**config.mk**
```make
export PLATFORM = sky130hd
export DESIGN_NAME = bsm_core
export DESIGN_NICKNAME = d
export VERILOG_FILES = /design/src/logic/bsm_pkg.sv /design/src/logic/bsm_core.sv
export SDC_FILE = /design/constraint.sdc
export NUM_CORES = 1
export LEC_CHECK = 0
export ABC_AREA = 1
export BUFFER_PORTS_ARGS = -buffer_cell sky130_fd_sc_hd__clkbuf_2
export CAP_MARGIN = 10
export CORE_ASPECT_RATIO = 0.6
export CORE_MARGIN = 2
export CORE_UTILIZATION = 60
export DETAILED_ROUTE_END_ITERATION = 12
export MAX_ROUTING_LAYER = met4
export PLACE_DENSITY_LB_ADDON = 0.08
export SLEW_MARGIN = 15
export SYNTH_ARGS = -nofsm -noshare
export SYNTH_HDL_FRONTEND = slang
export SYNTH_SLANG_ARGS = --single-unit
```
**constraint.sdc**
```tcl
create_clock -name clk -period 2.4 [get_ports clk]
set_input_delay 0.24 -clock clk [delete_from_list [all_inputs] [get_ports clk]]
set_output_delay 0.24 -clock clk [all_outputs]
set_load 0.02 [all_outputs]
```
**src/logic/bsm_pkg.sv**
```systemverilog
package bsm_pkg;
  // ------------------------------------------------------------
  // widths and counts
  // ------------------------------------------------------------
  localparam int BSM_DATA_W = 128;
  localparam int BSM_FCW_W = 8;
  localparam int BSM_LEN_W = 8;
  localparam logic [7:0] BSM_PKT_SYMS = 8'h80;
  localparam logic [7:0] BSM_CNT_RST = 8'h00;
  localparam logic [7:0] BSM_ACC_RST = 8'h00;
  localparam logic [127:0] BSM_DATA_RST = 128'h0;

  // ------------------------------------------------------------
  // switch codes
  // ------------------------------------------------------------
  localparam logic [2:0] BSM_SW_OFF = 3'h0;
  localparam logic [2:0] BSM_SW_0 = 3'h1;
  localparam logic [2:0] BSM_SW_1 = 3'h2;
  localparam logic [2:0] BSM_SW_2 = 3'h4;

  // ------------------------------------------------------------
  // register bus offsets
  // ------------------------------------------------------------
  localparam logic [7:0] BSM_A_CTRL = 8'h00;
  localparam logic [7:0] BSM_A_FCW = 8'h04;
  localparam logic [7:0] BSM_A_STAT = 8'h08;
  localparam logic [7:0] BSM_A_DATA0 = 8'h10;
  localparam logic [7:0] BSM_A_DATA3 = 8'h1C;
  localparam logic [31:0] BSM_CTRL_RST = 32'h0;
  localparam logic [31:0] BSM_FCW_RST = 32'h0;

  typedef enum logic [1:0] {BSM_IDLE, BSM_ARMED, BSM_SEND} bsm_phase_t;

  typedef struct packed {
    logic [31:0] ctrl;
    logic [31:0] fcw;
    logic [127:0] cfgData;
  } bsm_cfg_t;

  typedef struct packed {
    bsm_cfg_t cfg;
    logic [127:0] txData;
    logic symPrev;
    logic startPrev;
    logic loadPrev;
    logic pending;
    bsm_phase_t phase;
    logic [7:0] symCnt;
    logic [7:0] txCnt;
    logic txOn;
    logic [1:0] symbol;
    logic fsel;
    logic [7:0] wordA;
    logic [7:0] wordB;
    logic selR;
    logic [2:0] sw;
    logic [31:0] prdata;
  } bsm_state_t;
endpackage

```
**src/logic/bsm_core.sv**
```systemverilog
`timescale 1ns/10ps
// Behaviour
// RULE_01: start held one clock at least; packet begins at next symbol tick.
// RULE_02: start pulse is remembered even if it falls before the tick.
// RULE_03: transmit-active rises at first tick, lasts packet-length symbols.
// RULE_04: transmit register rotates, bit 127 feeding bit 0.
// RULE_05: after 128 ticks rotation stops when start low; data restored.
// RULE_06: no new packet before 128 symbols; restart resends same data.
// RULE_07: start still high at packet end relaunches on the 129th tick.
// RULE_08: mode 0 shows register msb first on frequency select.
// RULE_09: mode 0 transmitting shifts data to symbol bit 0; bit 1 zero.
// RULE_10: oscillator adds 8-bit word each clock, carry dropped.
// RULE_11: oscillator output is the accumulator msb.
// RULE_12: symbol tick comes from second oscillator with own word.
// RULE_13: mux passes word a on select 0, word b on select 1.
// RULE_14: mux words and select are registered on the system clock.
// RULE_15: switch output 1 turns transistor on, 0 off.
// RULE_16: mode 0 switches 001 only when active and modulation high.
// RULE_17: mode 1 decodes symbol to one-hot switch, ignoring modulation.
// RULE_18: load rising edge copies 128-bit config into transmit register; a rotating tick in the same clock overrides the copy.
// RULE_19: config feeding logic changes only when a write completes.
// RULE_20: start edge sets a pending flag cleared by the launching tick.
module bsm_core
  import bsm_pkg::*;
(
  input wire logic clk,
  input wire logic rst_n,
  input wire logic psel,
  input wire logic penable,
  input wire logic pwrite,
  input wire logic [7:0] paddr,
  input wire logic [31:0] pwdata,
  output logic [31:0] prdata,
  output logic pready,
  output logic pslverr,
  input wire logic startPin,
  input wire logic loadPin,
  output logic [2:0] antSwitch,
  output logic txActive,
  output logic fsel
);

  // ------------------------------------------------------------
  // pin synchronisers
  // ------------------------------------------------------------
  logic [1:0] startSync_r;
  logic [1:0] loadSync_r;
  logic startS;
  logic loadS;

  // two flops each; only the second stage is read
  always_ff @(posedge clk) begin
    if (!rst_n) begin
      startSync_r <= 2'h0;
      loadSync_r <= 2'h0;
    end else begin
      startSync_r <= {startSync_r[0], startPin};
      loadSync_r <= {loadSync_r[0], loadPin};
    end
  end
  assign startS = startSync_r[1];
  assign loadS = loadSync_r[1];

  // ------------------------------------------------------------
  // state
  // ------------------------------------------------------------
  bsm_state_t st_r;
  bsm_state_t st_nxt;
  logic apbAcc;
  logic apbWr;
  logic apbBad;
  logic mode;
  logic modSel;
  logic [7:0] pktLen;
  logic symTick;
  logic startRise;
  logic loadRise;
  logic modOut;
  logic symOut;
  logic [7:0] muxWord;

  // zero-wait slave: access phase always completes
  assign apbAcc = psel && penable;
  assign apbWr = apbAcc && pwrite;
  assign apbBad = !(paddr == BSM_A_CTRL || paddr == BSM_A_FCW ||
                    paddr == BSM_A_STAT ||
                    (paddr >= BSM_A_DATA0 && paddr <= BSM_A_DATA3 &&
                     paddr[1:0] == 2'h0));
  assign pready = 1'b1;
  assign pslverr = apbAcc && apbBad;

  // live configuration fields
  assign mode = st_r.cfg.ctrl[0];
  assign modSel = st_r.cfg.ctrl[1];
  assign pktLen = st_r.cfg.ctrl[15:8];

  // ------------------------------------------------------------
  // oscillators
  // ------------------------------------------------------------
  // modulation oscillator, word chosen by the registered mux
  bsm_nco #(
    .ACC_W(BSM_FCW_W)
  ) i_bsm_nco_mod (
    .clk(clk),
    .rst_n(rst_n),
    .fcw(muxWord), // RULE_13
    .out(modOut) // RULE_10 RULE_11
  );

  // same clock, so the symbol tick needs no crossing logic
  bsm_nco #(
    .ACC_W(BSM_FCW_W)
  ) i_bsm_nco_sym (
    .clk(clk),
    .rst_n(rst_n),
    .fcw(st_r.cfg.fcw[23:16]), // RULE_12
    .out(symOut)
  );

  // ------------------------------------------------------------
  // next state
  // ------------------------------------------------------------
  always_comb begin
    st_nxt = st_r;
    startRise = startS && !st_r.startPrev;
    loadRise = loadS && !st_r.loadPrev;
    st_nxt.startPrev = startS;
    st_nxt.loadPrev = loadS;

    // register writes land only at completed access
    if (apbWr) begin // RULE_19
      case (paddr)
        BSM_A_CTRL: st_nxt.cfg.ctrl = pwdata;
        BSM_A_FCW: st_nxt.cfg.fcw = pwdata;
        BSM_A_DATA0: st_nxt.cfg.cfgData[31:0] = pwdata;
        BSM_A_DATA0 + 8'h04: st_nxt.cfg.cfgData[63:32] = pwdata;
        BSM_A_DATA0 + 8'h08: st_nxt.cfg.cfgData[95:64] = pwdata;
        BSM_A_DATA3: st_nxt.cfg.cfgData[127:96] = pwdata;
        default: st_nxt.cfg = st_r.cfg;
      endcase
    end

    // read data registered for the access cycle
    case (paddr)
      BSM_A_CTRL: st_nxt.prdata = st_r.cfg.ctrl;
      BSM_A_FCW: st_nxt.prdata = st_r.cfg.fcw;
      BSM_A_STAT: st_nxt.prdata = {16'h0, st_r.txCnt, 4'h0,
                                   st_r.pending, st_r.symbol,
                                   st_r.txOn};
      BSM_A_DATA0: st_nxt.prdata = st_r.cfg.cfgData[31:0];
      BSM_A_DATA0 + 8'h04: st_nxt.prdata = st_r.cfg.cfgData[63:32];
      BSM_A_DATA0 + 8'h08: st_nxt.prdata = st_r.cfg.cfgData[95:64];
      BSM_A_DATA3: st_nxt.prdata = st_r.cfg.cfgData[127:96];
      default: st_nxt.prdata = 32'h0;
    endcase

    // mux inputs registered on the oscillator clock
    st_nxt.wordA = st_r.cfg.fcw[7:0]; // RULE_14
    st_nxt.wordB = st_r.cfg.fcw[15:8]; // RULE_14
    st_nxt.selR = modSel; // RULE_14
    muxWord = st_r.selR ? st_r.wordB : st_r.wordA; // RULE_13

    // tick is the one-clock rising edge of the symbol oscillator
    st_nxt.symPrev = symOut;
    symTick = symOut && !st_r.symPrev; // RULE_12

    // load edge restores the transmit register
    if (loadRise) begin
      st_nxt.txData = st_r.cfg.cfgData; // RULE_18
    end

    // remember start edge until a tick consumes it
    if (startRise) begin
      st_nxt.pending = 1'b1; // RULE_02 RULE_20
    end

    if (symTick) begin
      case (st_r.phase)
        BSM_IDLE, BSM_ARMED: begin
          if (st_r.pending || startRise) begin // RULE_01
            // clear beats set when edge and tick coincide
            st_nxt.pending = 1'b0; // RULE_20
            st_nxt.phase = BSM_SEND;
            st_nxt.symCnt = BSM_CNT_RST + 8'h01;
            st_nxt.txCnt = pktLen;
            st_nxt.txOn = (pktLen != BSM_CNT_RST); // RULE_03
            st_nxt.fsel = st_r.txData[127]; // RULE_08
            st_nxt.txData = {st_r.txData[126:0], st_r.txData[127]}; // RULE_04
          end
        end
        BSM_SEND: begin
          // active time counts symbols from the length word
          if (st_r.txCnt > 8'h01) begin
            st_nxt.txCnt = st_r.txCnt - 8'h01;
          end else begin
            st_nxt.txCnt = BSM_CNT_RST;
            st_nxt.txOn = 1'b0; // RULE_03
          end
          if (st_r.symCnt == BSM_PKT_SYMS) begin
            // full rotation done: data back in load order
            if (startS) begin // RULE_07
              st_nxt.pending = 1'b0;
              st_nxt.symCnt = BSM_CNT_RST + 8'h01;
              st_nxt.txCnt = pktLen;
              st_nxt.txOn = (pktLen != BSM_CNT_RST);
              st_nxt.fsel = st_r.txData[127];
              st_nxt.txData = {st_r.txData[126:0], st_r.txData[127]};
            end else begin
              st_nxt.phase = st_r.pending ? BSM_ARMED : BSM_IDLE; // RULE_05
              st_nxt.txOn = 1'b0;
            end
          end else begin
            // earlier start edges wait in pending
            st_nxt.symCnt = st_r.symCnt + 8'h01; // RULE_06
            st_nxt.fsel = st_r.txData[127]; // RULE_08
            st_nxt.txData = {st_r.txData[126:0], st_r.txData[127]}; // RULE_04
          end
        end
        default: st_nxt.phase = BSM_IDLE;
      endcase
    end

    // mode 0 symbol: data on bit 0, bit 1 held low
    if (mode == 1'b0) begin
      st_nxt.symbol = {1'b0, st_nxt.txOn && st_nxt.fsel}; // RULE_09
    end else begin
      st_nxt.symbol = st_nxt.fsel ? 2'h1 : 2'h0;
    end

    // switch mapper, 1 means transistor on
    if (mode == 1'b0) begin
      st_nxt.sw = (st_r.txOn && modOut) ? BSM_SW_0 : BSM_SW_OFF; // RULE_16
    end else begin
      case (st_r.symbol) // RULE_17
        2'h0: st_nxt.sw = BSM_SW_OFF;
        2'h1: st_nxt.sw = BSM_SW_0;
        2'h2: st_nxt.sw = BSM_SW_1;
        default: st_nxt.sw = BSM_SW_2;
      endcase
    end
  end

  // ------------------------------------------------------------
  // state register
  // ------------------------------------------------------------
  always_ff @(posedge clk) begin
    if (!rst_n) begin
      st_r.cfg.ctrl <= BSM_CTRL_RST;
      st_r.cfg.fcw <= BSM_FCW_RST;
      st_r.cfg.cfgData <= BSM_DATA_RST;
      st_r.txData <= BSM_DATA_RST;
      st_r.symPrev <= 1'b0;
      st_r.startPrev <= 1'b0;
      st_r.loadPrev <= 1'b0;
      st_r.pending <= 1'b0;
      st_r.phase <= BSM_IDLE;
      st_r.symCnt <= BSM_CNT_RST;
      st_r.txCnt <= BSM_CNT_RST;
      st_r.txOn <= 1'b0;
      st_r.symbol <= 2'h0;
      st_r.fsel <= 1'b0;
      st_r.wordA <= BSM_ACC_RST;
      st_r.wordB <= BSM_ACC_RST;
      st_r.selR <= 1'b0;
      st_r.sw <= BSM_SW_OFF;
      st_r.prdata <= 32'h0;
    end else begin
      st_r <= st_nxt;
    end
  end

  // ------------------------------------------------------------
  // outputs
  // ------------------------------------------------------------
  assign prdata = st_r.prdata;
  assign antSwitch = st_r.sw; // RULE_15
  assign txActive = st_r.txOn;
  assign fsel = st_r.fsel;
endmodule

// ------------------------------------------------------------
// phase accumulator oscillator
// ------------------------------------------------------------
module bsm_nco
  import bsm_pkg::*;
#(
  parameter int ACC_W = BSM_FCW_W
)
(
  input wire logic clk,
  input wire logic rst_n,
  input wire logic [ACC_W-1:0] fcw,
  output logic out
);
  logic [ACC_W-1:0] acc_r;
  logic [ACC_W-1:0] acc_nxt;

  // sum kept at accumulator width, so the carry is dropped
  always_comb begin
    acc_nxt = acc_r + fcw; // RULE_10
  end

  // sync reset like the rest of the block
  always_ff @(posedge clk) begin
    if (!rst_n) begin
      acc_r <= ACC_W'(BSM_ACC_RST);
    end else begin
      acc_r <= acc_nxt;
    end
  end

  // only the msb leaves; high and low times may differ by a clock
  assign out = acc_r[ACC_W-1]; // RULE_11
endmodule

```
==> results of run 1 <==
## area by class of cell
| class | count | share of cell area, % |
|---|---|---|
| Multi-Input combinational cell | 1761 | 41.56 |
| Sequential cell | 415 | 40.57 |
| Clock buffer | 61 | 5.805 |
| Clock inverter | 5 | 0.1405 |
| Tap cell | 416 | 2.542 |
| Inverter | 233 | 4.296 |
| Timing Repair Buffer | 138 | 5.090 |
## sequential cells by signal, summed over array words and instances, names as in the netlist
name / count
prdata: 32
fsel: 1
st_nxt: 16
i_bsm_nco_mod.acc_r: 8
modSel: 1
st_r: 334
loadSync_r: 2
antSwitch: 1
pktLen: 8
startSync_r: 2
i_bsm_nco_sym.acc_r: 8
mode: 1
txActive: 1
## timing repair
action,CTS,global route
setup endpoints to repair,0,0
hold buffers,2,0
gates resized for setup,0,0
hold endpoints to repair,2,0
## logic make-up (layout without fill, tap and decap cells)
| logic type | count (synthesis) | in the layout | share of synthesized area (%) |
|---|---|---|---|
| AO/OA/AOI/OAI | 710 | 710 | 19.42 |
| XOR/XNOR | 5 | 5 | 0.2332 |
| adder cells (fa/ha/maj) | 20 | 20 | 1.413 |
| buffers and inverters | 442 | 437 | 10.64 |
| flip-flops | 415 | 415 | 44.24 |
| multiplexers | 33 | 33 | 1.979 |
| other | 2 | 3 | 0.03999 |
| AND/OR/NAND/NOR | 990 | 990 | 22.03 |
## critical path, stage by stage (launching register included)
cell     delay [ps]
dfxtp_1         540
mux2_2          240
ha_1            190
inv_1            70
fa_1            440
or3_1           380
nand3_1          90
nand2_1          50
nand2_1          50
nor2_1           40
## cells in the mapped netlist, types with 3 or more instances
cell type  count  area share, %
a21o_1         4           0.16
a21oi_1      292            7.8
a21oi_2       19           0.89
buf_1          8           0.16
buf_2         46            1.2
buf_4         46            1.8
buf_6         13           0.78
clkbuf_1      95            1.9
dfxtp_1      415             44
ha_1          18            1.2
inv_1        220            4.4
inv_2         12           0.24
mux2_2        33            2.0
nand2_1      465            9.3
nand2_2       24           0.80
nand3_1      199            5.3
nand4_1        9           0.30
nor2_1       268            5.4
nor2_2         5           0.17
nor2_4         5           0.30
nor3_1         6           0.16
o21ai_0      369            9.8
o21ai_1       20           0.53
or2_2          4           0.13
xor2_1         3           0.14
## where the power goes
group	internal (mW)	leakage (nW)	switching, mW	total (mW)
combinational	0.126	3.82	0.408	0.534
clock	3.39	0.605	2.63	6.02
sequential	6.89	3.34	0.00588	6.90
## worst max-delay path by stage
stage | start | end | cells past startpoint | slack, ps
5_1_grt | st_r[35] | i_bsm_nco_mod.acc_r[6] | 9 | 40
2_1_floorplan | st_r[35] | i_bsm_nco_mod.acc_r[6] | 10 | 280
6_report | st_r[35] | i_bsm_nco_mod.acc_r[6] | 9 | 200
4_1_cts | st_r[35] | i_bsm_nco_mod.acc_r[6] | 9 | 200
3_5_place_dp | st_r[35] | i_bsm_nco_mod.acc_r[6] | 9 | 210
3_3_place_gp | st_r[35] | i_bsm_nco_mod.acc_r[6] | 9 | 260
## layer usage
layer / up-vias / share of wire, % / GRT usage, %
met5: - / 0 / -
met4: 0 / 3.5 / 12.48
li1: 8430 / - / -
met3: 125 / 9.0 / 5.684
met1: 8099 / 46 / 50.29
met2: 791 / 42 / 51.11
==> impl_metrics.csv, run 1 <==
group,metric,value,unit
logic_synthesis,ys_seq_elements,415,
clock_network,postCtsSetupBuffers,0,
final_layout,stdcell_count,3029,
clock_network,htree_levels,2,
job,max_cap_violations,0,
final_layout,seq_area,0.008308,mm2
timing,fin_ws,201.3,ps
critical_path,cp.arrival,2630,ps
critical_path,r2r_end,"i_bsm_nco_mod.acc_r[6]",
worst_hold_path,min_to,"st_r[226]",
clock_network,cts_num_sinks,415,
placed_design,place_ws,209.8,ps
final_layout,fillCellCount,2720,
clock_network,clock_latency,540,ps
power_and_ir_drop,peakVddDrop,0.0005429,V
worst_hold_path,hold_depth,3,
detailed_routing,dr.pass1.iters,6,
final_layout,multi_input_area,0.008509,mm2
critical_path,crit_path_end_kind,"register",
power_and_ir_drop,power,13.46,mW
clock_network,cts_made_buffers,39,
detailed_routing,totalWireLength,56.50,mm
final_layout,most-common-layout-cells,"nand2_1 (462), dfxtp_1 (415), o21ai_0 (369), a21oi_1 (292), nor2_1 (268)",
timing,worst_pin_slew,793.2,ps
die,core,0.03097,mm2
logic_synthesis,ys_types,38,
detailed_routing,vias,17445,
timing,whs,56.33,ps
detailed_routing,wl_per_cell,18.65,um
critical_path,rrSetupSlack,200,ps
die,num_rows,50,
timing,fin_skew,21.67,ps
clock_network,cts_buffer_depth,3,
grt,grt_max_degree,90,
timing,finalHoldViolations,0,
logic_synthesis,seq_area_frac_synth,44.24,%
detailed_routing,drt-initial-drc-count,1921,
die,start_util,60.64,%
timing,fmax,0.4548,GHz
final_layout,drive_gt1_share,11.67,%
critical_path,worstSetupPathType,"register to register",
timing,setup_violations,0,
logic_synthesis,synth-edff-count,0,
grt,grt_pass1_wl,89.06,mm
status,status,"complete, no violations",
logic_synthesis,netlist_instances,2617,
placed_design,dp_hpwl,37.55,mm
placed_design,place_congestion,0.9364,
die,dieArea,0.03278,mm2
detailed_routing,vias_per_cell,5.759,
timing,fin_setup_tns,0,ps
detailed_routing,antenna_left,0,
timing,post-route-period-util,91.61,%
clock_network,clockRootBuffer,"clkbuf_16",
placed_design,place.port_buffers,82,
grt,antenna_found_initial,3,
worst_hold_path,hp-class,"primary input to register",
critical_path,r2r_cells,9,
grt,grt_pass1_vias,15981,
critical_path,crit_fanout,10,
final_layout,n_antenna_cell,0,
logic_synthesis,syn_area_per_cell,7.176,um2
clock_network,clk_pin_slew,70,ps
timing,slew_viol_final,0,
grt,track_usage,35.49,%
critical_path,cp.required,2830,ps
placed_design,dp.cells,2961,
final_layout,design_area,0.02048,mm2
logic_synthesis,synth_ff_type,"dfxtp_1",
final_layout,final_common_cell,"nand2_1",
logic_synthesis,syn_area,0.01878,mm2
final_layout,area_growth_syn_to_layout,9.041,%
logic_synthesis,synthArstFlopShare,0,%
die,die_w,232.4,um
clock_network,cts_tree,"built",
power_and_ir_drop,power_leakage,7.769,nW
placed_design,place_area,0.01924,mm2
timing,min_period,2199,ps
die,die_h,141.0,um
detailed_routing,drc,0,
final_layout,finalNetCount,2655,
critical_path,start_kind,"register",
power_and_ir_drop,power_density,657.1,mW/mm2
die,io_pins,86,
timing,rsz0062_at_grt,"false",
critical_path,r2r_start,"st_r[35]",
final_layout,fin_util,66.13,%
logic_synthesis,synth_warnings,0,
worst_hold_path,min_from,"pwdata[20]",
timing,max-slew-margin-rel,47.04,%
grt,overflow,0,
No activity file was read; power rests on OpenSTA's default activity.
==> run 2, diff against run 1 <==
--- a/config.mk
+++ b/config.mk
@@ -14,6 +14,7 @@
 export DETAILED_ROUTE_END_ITERATION = 12
 export MAX_ROUTING_LAYER = met4
 export PLACE_DENSITY_LB_ADDON = 0.08
+export RECOVER_POWER = 25
 export SLEW_MARGIN = 15
 export SYNTH_ARGS = -nofsm -noshare
 export SYNTH_HDL_FRONTEND = slang
==> run 2 against run 1 <==
Against the previous run:
- the run now ends with max-capacitance violations, max-slew violations left
- count of clock-buffer cells in the layout did not move
- non-clock buffer count did not move
- final cell count did not move
- clock skew barely moved
==> impl_metrics.csv, run 2 (synthesis gave the netlist of run 1 again) <==
group,metric,value,unit
status,status,"finished, violations left",
status,violations,"max-capacitance violations, max-slew violations",
die,io_pins,86,
clock_network,cts_tree,"built",
power_and_ir_drop,power,13.45,mW
critical_path,r2r_start,"st_r[35]",
grt,overflow,0,
detailed_routing,top_layer,"met4",
clock_network,clockRootBuffer,"clkbuf_16",
timing,worst_pin_slew,1615,ps
critical_path,cpMostUsedCell,"nand2_1",
die,die_w,232.4,um
critical_path,critPathLaunch,"st_r[35]",
critical_path,crit_chain,"mux2_2, ha_1, inv_1, fa_1, or3_1, nand3_1, nand2_1, nand2_1, nor2_1",
die,dieArea,0.03278,mm2
detailed_routing,drt-initial-drc-count,2019,
final_layout,n_antenna_cell,0,
final_layout,largest_reg_flops,334,
worst_hold_path,min_from,"pwdata[20]",
timing,fin_setup_tns,0,ps
grt,grt_pass1_vias,15981,
final_layout,drive_gt1_share,10.03,%
detailed_routing,antenna_left,0,
timing,min_period,2197,ps
timing,post-route-period-util,91.56,%
die,core,0.03097,mm2
grt,grt_max_degree,90,
timing,slew_viol_final,90,
detailed_routing,totalWireLength,56.39,mm
critical_path,slowest_stage,"dfxtp_1",
timing,max-slew-margin-rel,-7.653,%
critical_path,worstSetupPathType,"register to register",
detailed_routing,vias,17301,
grt,grt_pass1_wl,89.06,mm
timing,fmax,0.4551,GHz
detailed_routing,vias_per_cell,5.712,
detailed_routing,dr.pass1.iters,6,
power_and_ir_drop,power_leakage,7.628,nW
critical_path,cp.arrival,2630,ps
clock_network,clock_latency,540,ps
clock_network,htree_levels,2,
placed_design,place.port_buffers,82,
clock_network,cts-resized-gates,0,
die,num_rows,50,
detailed_routing,route.met2.wl,23.69,mm
final_layout,area_growth_syn_to_layout,8.562,%
clock_network,clk_pin_slew,60,ps
critical_path,cp.required,2830,ps
critical_path,cp_top_family,"adder cells",
final_layout,seq_area,0.008308,mm2
timing,finalHoldViolations,0,
die,die_h,141.0,um
critical_path,max_stage_delay,540,ps
clock_network,cts_made_buffers,39,
power_and_ir_drop,peakVddDrop,0.0005447,V
die,start_util,60.64,%
power_and_ir_drop,power_density,659.5,mW/mm2
timing,fin_skew,21.17,ps
critical_path,crit_buf_inv,1,
placed_design,dp_hpwl,37.55,mm
final_layout,final_common_cell,"nand2_1",
final_layout,multi_input_area,0.008502,mm2
worst_hold_path,hp-class,"primary input to register",
final_layout,fillCellCount,2745,
grt,antenna_found_initial,3,
grt,track_usage,35.49,%
critical_path,start_kind,"register",
job,max_cap_violations,2,
timing,setup_violations,0,
critical_path,crit_path_end_kind,"register",
clock_network,cts_num_sinks,415,
placed_design,place_congestion,0.9364,
detailed_routing,drt-met1-wl,26.12,mm
detailed_routing,drc,0,
final_layout,regMostFlops,"st_r",
critical_path,crit_fanout,10,
final_layout,finalNetCount,2655,
detailed_routing,met3_length,4.702,mm
clock_network,cts_buffer_depth,3,
timing,rsz0062_at_grt,"false",
detailed_routing,wl_per_cell,18.62,um
final_layout,most-common-layout-cells,"nand2_1 (464), dfxtp_1 (415), o21ai_0 (369), a21oi_1 (292), nor2_1 (269)",
[run 2: cell count changes in the layout (fill, tap and decap cells not counted), sizes merged]
cell	previous run	this run
buf	55	50
clkbuf	142	147
[run 2: timing repair]
| action | 4_1_cts | 5_1_grt |
|---|---|---|
| endpoints found under the hold margin | 2 | 0 |
| buffers inserted | 0 | 0 |
| hold buffers | 2 | 0 |
[run 2: area by class of cell]
class | instances | share of cell area, %
inverters | 233 | 4.314
repair buffers | 138 | 4.707
multi-input cells | 1761 | 41.70
well taps | 416 | 2.553
flip-flops and latches | 415 | 40.75
clock buffers | 61 | 5.830
clock inverters | 5 | 0.1412
[run 2: final timing paths]
| check | to | slack (ps) | depth (start not counted) |
|---|---|---|---|
| min reg2reg | startSync_r[1] | 410 | 2 |
| max | i_bsm_nco_mod.acc_r[6] | 200 | 9 |
| min | st_r[226] | 60 | 3 |
| max reg2reg | i_bsm_nco_mod.acc_r[6] | 200 | 9 |
[run 2: power breakdown]
part / internal (mW) / switching (mW) / leakage (nW)
Clock: 3.39 / 2.63 / 0.605
Sequential: 6.89 / 0.00586 / 3.34
Combinational: 0.125 / 0.405 / 3.68
Total: 10.4 / 3.04 / 7.63
[run 2: worst register-to-register path, stage by stage, from the launching register on]
cell	delay, ps
dfxtp_1	540
mux2_2	240
ha_1	190
inv_1	70
fa_1	440
or3_1	380
nand3_1	90
nand2_1	60
nand2_1	50
nor2_1	40
[run 2: metrics by stage]
step	instances	util (%)	area [um2]	hold WS (ps)	worst slack, ps
2_1_floorplan	2618	-	18780	337.6	285.0
4_1_cts	3029	66.13	20480	32.26	203.8
3_5_place_dp	2961	62.13	19240	407.0	209.8
5_1_grt	3029	65.83	20390	59.32	38.25
6_report	3029	65.83	20390	58.78	202.7
3_3_place_gp	2961	62.13	19240	404.0	256.7
[run 2: layer usage]
layer	track usage, %	vias to the layer above
met4	12.48	0
li1	-	8417
met2	51.11	768
met1	50.29	8000
met3	5.684	116
met5	-	-
==> run 3, diff against run 2 <==
--- a/config.mk
+++ b/config.mk
@@ -11,6 +11,7 @@
 export CORE_ASPECT_RATIO = 0.6
 export CORE_MARGIN = 2
 export CORE_UTILIZATION = 60
+export CTS_BUF_LIST = sky130_fd_sc_hd__clkbuf_16
 export DETAILED_ROUTE_END_ITERATION = 12
 export MAX_ROUTING_LAYER = met4
 export PLACE_DENSITY_LB_ADDON = 0.08
==> run 3 against run 2 <==
Against the previous run:
- the run still ends with max-capacitance violations, max-slew violations left
- final cell count did not move
- register-to-register slack hardly changed
- clock power fell by 7.6%
- highest routed layer unchanged
- largest power group unchanged
- critical endpoint unchanged
==> impl_metrics.csv, run 3 (synthesis gave the netlist of run 1 again) <==
group,metric,value,unit
final_layout,n_antenna_cell,0,
critical_path,cp.arrival,2640,ps
final_layout,fillCellCount,2764,
status,violations,"max-capacitance violations, max-slew violations",
critical_path,cpMostUsedCell,"nand2_1",
timing,finalHoldViolations,0,
clock_network,clockRootBuffer,"clkbuf_16",
power_and_ir_drop,power_leakage,7.593,nW
clock_network,cts_tree,"built",
grt,grt_max_degree,90,
timing,slew_viol_final,90,
power_and_ir_drop,power,12.99,mW
power_and_ir_drop,power_frac_seq,53.1,%
clock_network,postCtsSetupBuffers,0,
critical_path,max_stage_delay,550,ps
final_layout,finalNetCount,2655,
clock_network,clk_pin_slew,60,ps
clock_network,htree_levels,2,
timing,fin_skew,21.30,ps
timing,fmax,0.4531,GHz
grt,track_usage,35.48,%
die,start_util,60.64,%
power_and_ir_drop,swShare,23.40,%
clock_network,cts_made_buffers,39,
critical_path,worstSetupPathType,"register to register",
status,status,"finished, violations left",
final_layout,most-common-layout-cells,"nand2_1 (464), dfxtp_1 (415), o21ai_0 (369), a21oi_1 (292), nor2_1 (269)",
die,core,0.03097,mm2
grt,grt_pass1_wl,89.00,mm
timing,setup_violations,0,
final_layout,final_common_cell,"nand2_1",
placed_design,place_area,0.01924,mm2
critical_path,crit_path_end_kind,"register",
critical_path,start_kind,"register",
final_layout,drive_gt1_share,9.529,%
final_layout,largest_reg_flops,334,
timing,fin_ws,192.9,ps
timing,max-slew-margin-rel,-10.07,%
timing,rsz0062_at_grt,"false",
timing,post-route-period-util,91.96,%
detailed_routing,drc,0,
placed_design,place.port_buffers,82,
timing,worst_pin_slew,1651,ps
critical_path,slowest_stage,"dfxtp_1",
clock_network,cts_buffer_depth,3,
die,num_rows,50,
grt,overflow,0,
worst_hold_path,hp-class,"primary input to register",
power_and_ir_drop,peakVddDrop,0.0005379,V
final_layout,area_growth_syn_to_layout,7.868,%
grt,grt_pass1_vias,15988,
detailed_routing,vias_per_cell,5.744,
detailed_routing,dr.pass1.iters,5,
critical_path,rrSetupSlack,190,ps
final_layout,regMostFlops,"st_r",
timing,whs,59.41,ps
critical_path,cp_top_family,"adder cells",
critical_path,cp.required,2830,ps
power_and_ir_drop,clkPwrFrac,42.8,%
clock_network,cts_num_sinks,415,
placed_design,place_ws,209.8,ps
power_and_ir_drop,intPower,9.953,mW
detailed_routing,vias,17400,
timing,fin_setup_tns,0,ps
critical_path,crit_chain,"mux2_2, ha_1, inv_1, fa_1, or3_1, nand3_1, nand2_1, nand2_1, nor2_1",
placed_design,place_congestion,0.9364,
final_layout,design_area,0.02026,mm2
detailed_routing,wl_per_cell,18.63,um
detailed_routing,antenna_left,0,
power_and_ir_drop,power_density,641.5,mW/mm2
die,die_h,141.0,um
clock_network,clock_latency,540,ps
job,max_cap_violations,1,
placed_design,dp_hpwl,37.55,mm
critical_path,crit_buf_inv,1,
timing,min_period,2207,ps
power_and_ir_drop,p_switching,3.041,mW
power_and_ir_drop,combinationalPowerShare,4.1,%
die,io_pins,86,
detailed_routing,totalWireLength,56.43,mm
die,die_w,232.4,um
grt,antenna_found_initial,3,
critical_path,crit_fanout,10,
die,dieArea,0.03278,mm2
detailed_routing,drt-initial-drc-count,2028,
run 3: worst paths after layout:
check                                     from                     end  cells past startpoint
worst max-delay path                  st_r[35]  i_bsm_nco_mod.acc_r[6]                      9
worst min-delay path                pwdata[20]               st_r[226]                      3
worst max register to register        st_r[35]  i_bsm_nco_mod.acc_r[6]                      9
worst min register to register  startSync_r[0]          startSync_r[1]                      2
run 3: power groups by stage:
stage               registers, mW  clock network [mW]  logic [mW]
finish                       6.90                5.56       0.531
global route                 6.89                5.91       0.567
CTS                          6.90                5.60       0.516
detailed placement           7.05                   0       0.513
global placement             7.05                   0       0.512
floorplan                    7.05                   0       0.284
run 3: worst register-to-register path: cells and delay by family (launching register included):
kind	cells	cell delay (ps)
simple gates	5	620
buf+inv	1	70
mux	1	240
flops	1	550
fa+ha+maj	2	630
run 3: what timing repair did:
item	in CTS	in global routing
hold endpoints to repair	2	0
resized for setup	0	0
hold buffers	2	0
run 3: cell type report:
cell class / instances / area (um2) / area share, %
clock buffers: 39 / 975.9 / 4.818
clock inverters: 27 / 111.4 / 0.5497
inverters: 233 / 879.6 / 4.342
multi-input cells: 1761 / 8502 / 41.97
flip-flops and latches: 415 / 8308 / 41.01
well taps: 416 / 520.5 / 2.569
repair buffers: 138 / 959.7 / 4.737
run 3: metal layers:
metal | up-vias | GRT usage, % | wire length [um]
met5 | - | - | 0
met4 | 0 | 13.19 | 2110
met3 | 132 | 5.623 | 4845
met2 | 762 | 50.63 | 23400
met1 | 8084 | 50.43 | 26080
li1 | 8422 | - | -
run 3: stage by stage:
step,cells,utilization [%]
after floorplan,2618,-
after global placement,2961,62.13
after detailed placement,2961,62.13
after CTS,3029,65.71
after global routing,3029,65.41
final,3029,65.41
